[config.mk]
export PLATFORM = sky130hd
export DESIGN_NAME = flash_protect
export DESIGN_NICKNAME = d
export VERILOG_FILES = /design/src/logic/prot_pkg.sv /design/src/logic/flash_protect.sv /design/src/logic/prot_gate.sv
export SDC_FILE = /design/constraint.sdc
export NUM_CORES = 1
export LEC_CHECK = 0
export BUFFER_PORTS_ARGS = -buffer_cell sky130_fd_sc_hd__buf_2
export CAP_MARGIN = 20
export CORE_ASPECT_RATIO = 1.1
export CORE_MARGIN = 2
export CORE_UTILIZATION = 27
export CTS_BUF_LIST = sky130_fd_sc_hd__clkbuf_2
export DETAILED_ROUTE_END_ITERATION = 8
export HOLD_SLACK_MARGIN = 0.02
export PLACE_DENSITY = 0.79
export SLEW_MARGIN = 10
export SYNTH_ARGS = -nofsm -noshare
export SYNTH_HDL_FRONTEND = slang
export SYNTH_HIERARCHICAL = 1
export SYNTH_SLANG_ARGS = --single-unit
export TNS_END_PERCENT = 10
[constraint.sdc]
create_clock -name sys_clk -period 1.5 [get_ports sys_clk]
set_clock_uncertainty 0.15 [all_clocks]
set_input_delay 0.225 -clock sys_clk [delete_from_list [all_inputs] [get_ports sys_clk]]
set_output_delay 0.225 -clock sys_clk [all_outputs]
set_load 0.01 [all_outputs]
[src/logic/prot_pkg.sv]
// Purpose: constants shared by the flash protection gate and its option shadow
// Assumes: one clock, synchronous active-high reset, classic Wishbone with 32-bit data
// Notes: protect bits read 1 when access is allowed, 0 when guarded
// Function
// - lower-half bit 1: lower half open only while whole-memory bit is also 1
// - lower-half bit 0: block lower-half reads/writes, page 3 writes/erases, until mass erase
// - whole-memory bit 1: main flash and page 3 open to both ports except where the lower-half bit 0 guards them
// - whole-memory bit 0: block main flash and page 3 writes unless mass erase done
// - mass erase completion sets shadow protect bits to 1, stored option byte untouched
// - after mass erase both ports get full access, including clearing stored option
// - reserved shadow bits read 0 and ignore cpu writes
// - at power-on reset option byte bits 1 and 0 sampled into flip-flops
// - cpu reads the sampled protect flip-flops but cannot overwrite them
package prot_pkg;
    localparam logic [11:0] opt1_shadow_index = 12'hD0F;
    localparam logic [13:0] opt1_shadow_addr = {opt1_shadow_index, 2'b00};
    localparam logic [13:0] status_addr = 14'h3440;
    localparam int main_bit_pos = 0;
    localparam int lower_bit_pos = 1;
    localparam int divby_bit_pos = 2;
    localparam int stack_bit_pos = 3;
    localparam logic [1:0] ctl_bits_reset = 2'h1;
    localparam logic [7:0] reserved_mask = 8'hF0;
    localparam int load_cycles = 4;

    typedef enum logic [1:0] {op_read, op_write, op_page_erase, op_mass_erase} flash_op_e;
endpackage
[src/logic/flash_protect.sv]
// Purpose: option byte 1 shadow register and protection gate for both programming ports
// Assumes: option byte value stable during reset; flash signals done on sys_clk
// Notes: port requests are single-cycle pulses, answered next cycle
//
// The implementer's own choice: the Wishbone register port.
`timescale 1ns/100ps
module flash_protect #(
    parameter int addr_w = 16
) (
    input wire logic sys_clk,
    input wire logic reset,
    input wire logic [7:0] option_byte1,
    input wire logic mass_erase_done,
    input wire logic serial_req,
    input wire logic [1:0] serial_op,
    input wire logic [addr_w-1:0] serial_addr,
    input wire logic serial_page3,
    input wire logic byte_req,
    input wire logic [1:0] byte_op,
    input wire logic [addr_w-1:0] byte_addr,
    input wire logic byte_page3,
    input wire logic [31:0] wb_adr_i,
    input wire logic [31:0] wb_dat_i,
    input wire logic [3:0] wb_sel_i,
    input wire logic wb_we_i,
    input wire logic wb_cyc_i,
    input wire logic wb_stb_i,
    output logic [31:0] wb_dat_o,
    output logic wb_ack_o,
    output logic serial_grant,
    output logic serial_deny,
    output logic byte_grant,
    output logic byte_deny,
    output logic main_memory_protect_bit,
    output logic lower_half_protect_bit,
    output logic undivided_clock_select,
    output logic stack16_enable
);
    ////////////////////////////////////////////////////////////////
    logic [1:0] prot_r;
    logic [1:0] prot_nxt;
    logic [1:0] cfg_r;
    logic [1:0] cfg_nxt;
    logic [2:0] load_cnt_r;
    logic [2:0] load_cnt_nxt;
    logic loaded_r;
    logic loaded_nxt;
    logic [31:0] dat_r;
    logic [31:0] dat_nxt;
    logic ack_r;
    logic ack_nxt;
    logic hit_opt;
    logic hit_stat;
    logic [7:0] shadow_view;

    always_comb begin
        shadow_view = {4'h0, cfg_r, prot_r};
        hit_opt = wb_adr_i[13:0] == prot_pkg::opt1_shadow_addr && wb_adr_i[31:14] == 18'h0;
        hit_stat = wb_adr_i[13:0] == prot_pkg::status_addr && wb_adr_i[31:14] == 18'h0;
        prot_nxt = prot_r;
        cfg_nxt = cfg_r;
        load_cnt_nxt = load_cnt_r;
        loaded_nxt = loaded_r;
        ack_nxt = wb_cyc_i && wb_stb_i && !ack_r;
        dat_nxt = 32'h0;
        if (!loaded_r) begin
            // sample on the fourth cycle after reset is released so the option byte has settled
            if (load_cnt_r == 3'(prot_pkg::load_cycles - 1)) begin
                prot_nxt = option_byte1[1:0];
                cfg_nxt = option_byte1[3:2];
                loaded_nxt = 1'b1;
            end else begin
                load_cnt_nxt = load_cnt_r + 3'h1;
            end
        end else if (mass_erase_done) begin
            // mass erase opens the shadow copy only
            prot_nxt = 2'h3;
        end
        if (ack_nxt && hit_opt) begin
            dat_nxt = {24'h0, shadow_view};
            if (wb_we_i && wb_sel_i[0] && loaded_r) cfg_nxt = wb_dat_i[3:2];
        end else if (ack_nxt && hit_stat) begin
            dat_nxt = {31'h0, loaded_r};
        end
    end

    always_ff @(posedge sys_clk) begin
        if (reset) begin
            prot_r <= 2'h0;
            cfg_r <= prot_pkg::ctl_bits_reset;
            load_cnt_r <= 3'h0;
            loaded_r <= 1'b0;
            dat_r <= 32'h0;
            ack_r <= 1'b0;
        end else begin
            prot_r <= prot_nxt;
            cfg_r <= cfg_nxt;
            load_cnt_r <= load_cnt_nxt;
            loaded_r <= loaded_nxt;
            dat_r <= dat_nxt;
            ack_r <= ack_nxt;
        end
    end

    ////////////////////////////////////////////////////////////////
    always_comb begin
        wb_dat_o = dat_r;
        wb_ack_o = ack_r;
        main_memory_protect_bit = prot_r[prot_pkg::main_bit_pos];
        lower_half_protect_bit = prot_r[prot_pkg::lower_bit_pos];
        undivided_clock_select = cfg_r[prot_pkg::divby_bit_pos - 2];
        stack16_enable = cfg_r[prot_pkg::stack_bit_pos - 2];
    end

    // both ports share one gate design; nothing passes before loading
    prot_gate #(.addr_w(addr_w)) serial_gate (
        .sys_clk(sys_clk), .reset(reset), .req(serial_req && loaded_r), .op(serial_op),
        .addr(serial_addr), .info_page3(serial_page3), .main_ok(prot_r[0]),
        .lower_ok(prot_r[1]), .grant_r(serial_grant), .deny_r(serial_deny));
    prot_gate #(.addr_w(addr_w)) byte_gate (
        .sys_clk(sys_clk), .reset(reset), .req(byte_req && loaded_r), .op(byte_op),
        .addr(byte_addr), .info_page3(byte_page3), .main_ok(prot_r[0]),
        .lower_ok(prot_r[1]), .grant_r(byte_grant), .deny_r(byte_deny));

    ////////////////////////////////////////////////////////////////
    a_erase_opens: assert property (@(posedge sys_clk) disable iff (reset)
        loaded_r && mass_erase_done |=> prot_r == 2'h3) else $error("erase left protection");
    a_cpu_no_write: assert property (@(posedge sys_clk) disable iff (reset)
        loaded_r && !mass_erase_done |=> prot_r == $past(prot_r)) else $error("prot changed");
    a_reserved_zero: assert property (@(posedge sys_clk) disable iff (reset)
        wb_ack_o |-> wb_dat_o[31:4] == 28'h0) else $error("reserved bits nonzero");
    a_main_blocks: assert property (@(posedge sys_clk) disable iff (reset)
        byte_req && loaded_r && !prot_r[0] && !byte_page3 && byte_op == prot_pkg::op_read
        |=> byte_deny) else $error("main read passed");
    a_open_grants: assert property (@(posedge sys_clk) disable iff (reset)
        serial_req && loaded_r && prot_r == 2'h3 |=> serial_grant) else $error("open denied");
    a_after_erase: assert property (@(posedge sys_clk) disable iff (reset)
        loaded_r && mass_erase_done ##1 byte_req |=> byte_grant) else $error("no access");
    a_sample_load: assert property (@(posedge sys_clk) disable iff (reset)
        $rose(loaded_r) |-> prot_r == $past(option_byte1[1:0])) else $error("bad sample");
    a_lower_gate: assert property (@(posedge sys_clk) disable iff (reset)
        serial_req && loaded_r && !prot_r[1] && !serial_addr[addr_w-1] && !serial_page3
        && serial_op == prot_pkg::op_write |=> serial_deny) else $error("lower write passed");
    a_page3_guard: assert property (@(posedge sys_clk) disable iff (reset)
        byte_req && loaded_r && !prot_r[1] && byte_page3 && byte_op == prot_pkg::op_write
        |=> byte_deny) else $error("page3 write passed");
endmodule

[src/logic/prot_gate.sv]
// Purpose: decides whether one programming-port request may reach the flash
// Assumes: requests arrive on sys_clk; result is registered one cycle later
// Notes: upper half is guarded by the whole-memory bit only
`timescale 1ns/100ps
module prot_gate #(
    parameter int addr_w = 16
) (
    input wire logic sys_clk,
    input wire logic reset,
    input wire logic req,
    input wire logic [1:0] op,
    input wire logic [addr_w-1:0] addr,
    input wire logic info_page3,
    input wire logic main_ok,
    input wire logic lower_ok,
    output logic grant_r,
    output logic deny_r
);
    if (addr_w < 2) begin : g_bad_addr_w
        $error("addr_w too small");
    end

    logic ok;
    logic grant_nxt;
    logic deny_nxt;
    logic lower_half;

    always_comb begin
        lower_half = ~addr[addr_w-1];
        ok = 1'b1;
        if (info_page3) begin
            // page 3 writes and erases guarded
            if (op != prot_pkg::op_read && (!main_ok || !lower_ok)) ok = 1'b0;
        end else if (op == prot_pkg::op_mass_erase) begin
            // mass erase outside page 3 is always allowed: it is the way out of protection
            ok = 1'b1;
        end else begin
            if (!main_ok) ok = 1'b0;
            if (lower_half && !lower_ok && op != prot_pkg::op_page_erase) ok = 1'b0;
        end
        grant_nxt = req && ok;
        deny_nxt = req && !ok;
    end

    always_ff @(posedge sys_clk) begin
        if (reset) begin
            grant_r <= 1'b0;
            deny_r <= 1'b0;
        end else begin
            grant_r <= grant_nxt;
            deny_r <= deny_nxt;
        end
    end

    // lower half reads blocked when lower bit clear
    a_lower_blocked: assert property (@(posedge sys_clk) disable iff (reset)
        req && info_page3 == 1'b0 && !addr[addr_w-1] && !lower_ok
        && op == prot_pkg::op_read |=> deny_r && !grant_r) else $error("lower half read passed");
endmodule

==> out/metrics.cfg <==
[status]
status=complete, but fails checks
violations=negative setup slack

[yosys]
ys_warn_count=6
ys_ff_latch=17
synth_edf_count=0
async_reset_ff_share_pct=0
ys.flop_type=dfxtp_1
yosysTopAreaCell=dfxtp_1
ys_types=34
synth_compound_area_share_pct=9.51
synth.area.mux_share_pct=2.00
synth_top_family_by_area=simple AND/OR/NAND/NOR gates
synth-simple-area-share_pct=31.9
synth_fa_ha_area_share_pct=2.35
synth_xor_area_share_pct=0.822
synth_seq_area_share_pct=31.9
netlist_top_cells_area=dfxtp_1 (32%), buf_4 (20%), nor2_1 (4.2%)
synth_top_area_share_pct=31.9
netlist_area_sq_mm=0.00107
avgSynthCellArea_sq_um=8.88
postSynthCellCount=120

[clock_network]
cts_tree=built
cts_buffer_depth=2
cts_sinks=17
numCtsBuffers=3
clkLatencyLatePin_ps=300
root_buffer=clkbuf_2
htreeDepth=1
cts.clk_slew.worst_paths_ps=170

[placed_design]
dp_hpwl_mm=2.14
place.gp.congestion=0.703
portBuffers=67
pre_cts_ws_ps=-315

[worst_setup_path]
crit_fanout=3
r2r_slack_ps=-90
crit_path_start_kind=flip-flop
r2r_start=wb_ack_o$_SDFF_PP0_
path_class=reg2reg
worstPathRequired_ps=1620
cp-end-kind=flip-flop
startpoint=wb_ack_o$_SDFF_PP0_
arrival_ps=1710

[hold_path]
hp-class=in2reg
hp-start=option_byte1[0]

[sta]
max_freq_mhz=628
report.final.slew_viol_count=0
setup-violations-final=5
setup_ws_ps=-92.6
fin_setup_tns_ps=-374
finalCritPeriodShare_pct=106
fin_crit_ps=1590
rsz0062_at_grt=true
finalHoldViolCount=0

[grt]
antenna_found_initial=0
grt.total_usage_pct=11.8
grt_pass1_vias=958
globalRoute.totalOverflow=0
grt_max_degree=16
grt_pass1_wl_mm=4.20

[cells_and_area]
final_cell_mix=buf_2 (67), conb_1 (28), dfxtp_1 (16)
fin_nets=322
layout_commonest_cell=buf_2
drive_gt1_share_pct=47.2
n_antenna_cell=0
fillCellCount=366
area_growth_syn_to_layout_pct=39.3

[route]
drtIter0Drc=35
dr.pass1.iters=4
viasPerCell=4.22
ant_nets=0
drc=0
vias=1043
wl_per_cell_microns=10.6
routed_wl_mm=2.62

[die]
core_area_sq_mm=0.00371
dieArea_sq_mm=0.00447
die_h_microns=69.9
fp-row-count=23
ioPinCount=163
start_util_pct=28.7
fp.dieW_microns=63.9

[power_and_ir_drop]
p_per_area_mw_per_mm2=869
power_leakage_nw=0.791
vdd_ir_drop_max_uv=317
power_mw=1.29

[run]
drv_cap=0

## state kept, by name (all words and copies together), names as in the netlist
signal / cells
byte_gate/deny_r: 1
byte_gate/grant_r: 1
cfg_r: 2
load_cnt_r: 3
loaded_r: 1
prot_r: 2
serial_gate/deny_r: 1
serial_gate/grant_r: 1
wb_ack_o: 1
wb_dat_o: 4
## timing repair
item	4_1_cts	5_1_grt
pin swaps	3	1
endpoints found under the setup margin	9	10
hold buffers	1	0
buffers inserted	1	0
hold endpoints to repair	1	0
gates resized for setup	5	3
## area by class of cell
| class | count | area [sq um] | area share, % |
|---|---|---|---|
| inverters | 3 | 11.3 | 0.758 |
| flip-flops and latches | 17 | 342 | 23.0 |
| repair buffers | 75 | 398 | 26.8 |
| clock inverters | 1 | 5.00 | 0.337 |
| multi-input cells | 98 | 652 | 43.9 |
| clock buffers | 3 | 15.0 | 1.01 |
| well taps | 50 | 62.6 | 4.21 |
## cell usage after synthesis (2+ instances only)
master and n:
a21oi_1 5, nor4b_2 2, nor3_1 3, a211oi_1 2
o21ai_1 2, and2_1 6, nand4_1 2, buf_4 28
nor4_1 4, inv_1 3, nor3_2 2, nor2b_1 3
nand2_1 5, o21ba_1 2, ha_1 2, nor2_1 12
a22o_1 2, dfxtp_1 17, nand2b_1 3
## worst max-delay path, cell delays in order, from the launching register on
cell,delay (ps)
dfxtp_2,360
and3b_1,220
nand4_1,190
buf_4,220
nor4_4,150
buf_4,150
and2_1,110
## metrics by stage
step	hold slack [ps]	instances	utilization (%)	cell area, sq um
6_report	28.5	247	40.0	1490
5_1_grt	20.0	247	40.0	1490
4_1_cts	21.7	247	39.7	1470
3_5_place_dp	329	241	38.1	1410
3_3_place_gp	308	241	38.1	1410
2_1_floorplan	242	147	-	1180
## metal layers
metal  wire, microns  part of all wire (%)  vias to the layer above  GRT usage (%)
li1                -                     -                      514              -
met1            1030                    39                      458           13.1
met2            1270                    48                       67           20.9
met3             278                    11                        4           3.38
met4              40                   1.5                        0           4.35
met5               0                     0                        -              0
## power breakdown
part / leakage [nW] / internal, mW / switching (mW) / total, mW
clock: 0.0164 / 0.0604 / 0.149 / 0.210
sequential: 0.139 / 0.527 / 0.0699 / 0.597
combinational: 0.636 / 0.243 / 0.241 / 0.484
total: 0.791 / 0.831 / 0.460 / 1.29
## worst paths after layout
path / end / depth (start not counted)
worst max register to register: wb_dat_o[2]$_SDFF_PP0_ / 6
worst min register to register: wb_dat_o[2]$_SDFF_PP0_ / 1
worst min-delay path: prot_r[0]$_SDFFE_PP0P_ / 3
worst max-delay path: wb_dat_o[2]$_SDFF_PP0_ / 6
## cells by family (layout without fill, tap and decap cells)
| group | after synthesis | after routing |
|---|---|---|
| simple gates | 50 | 50 |
| buf+inv | 32 | 82 |
| flops | 17 | 17 |
| compound gates | 15 | 15 |
| fa+ha+maj | 2 | 2 |
| mux | 2 | 2 |
| other cells | 1 | 28 |
| xor+xnor | 1 | 1 |
No activity file was read; power rests on OpenSTA's default activity.
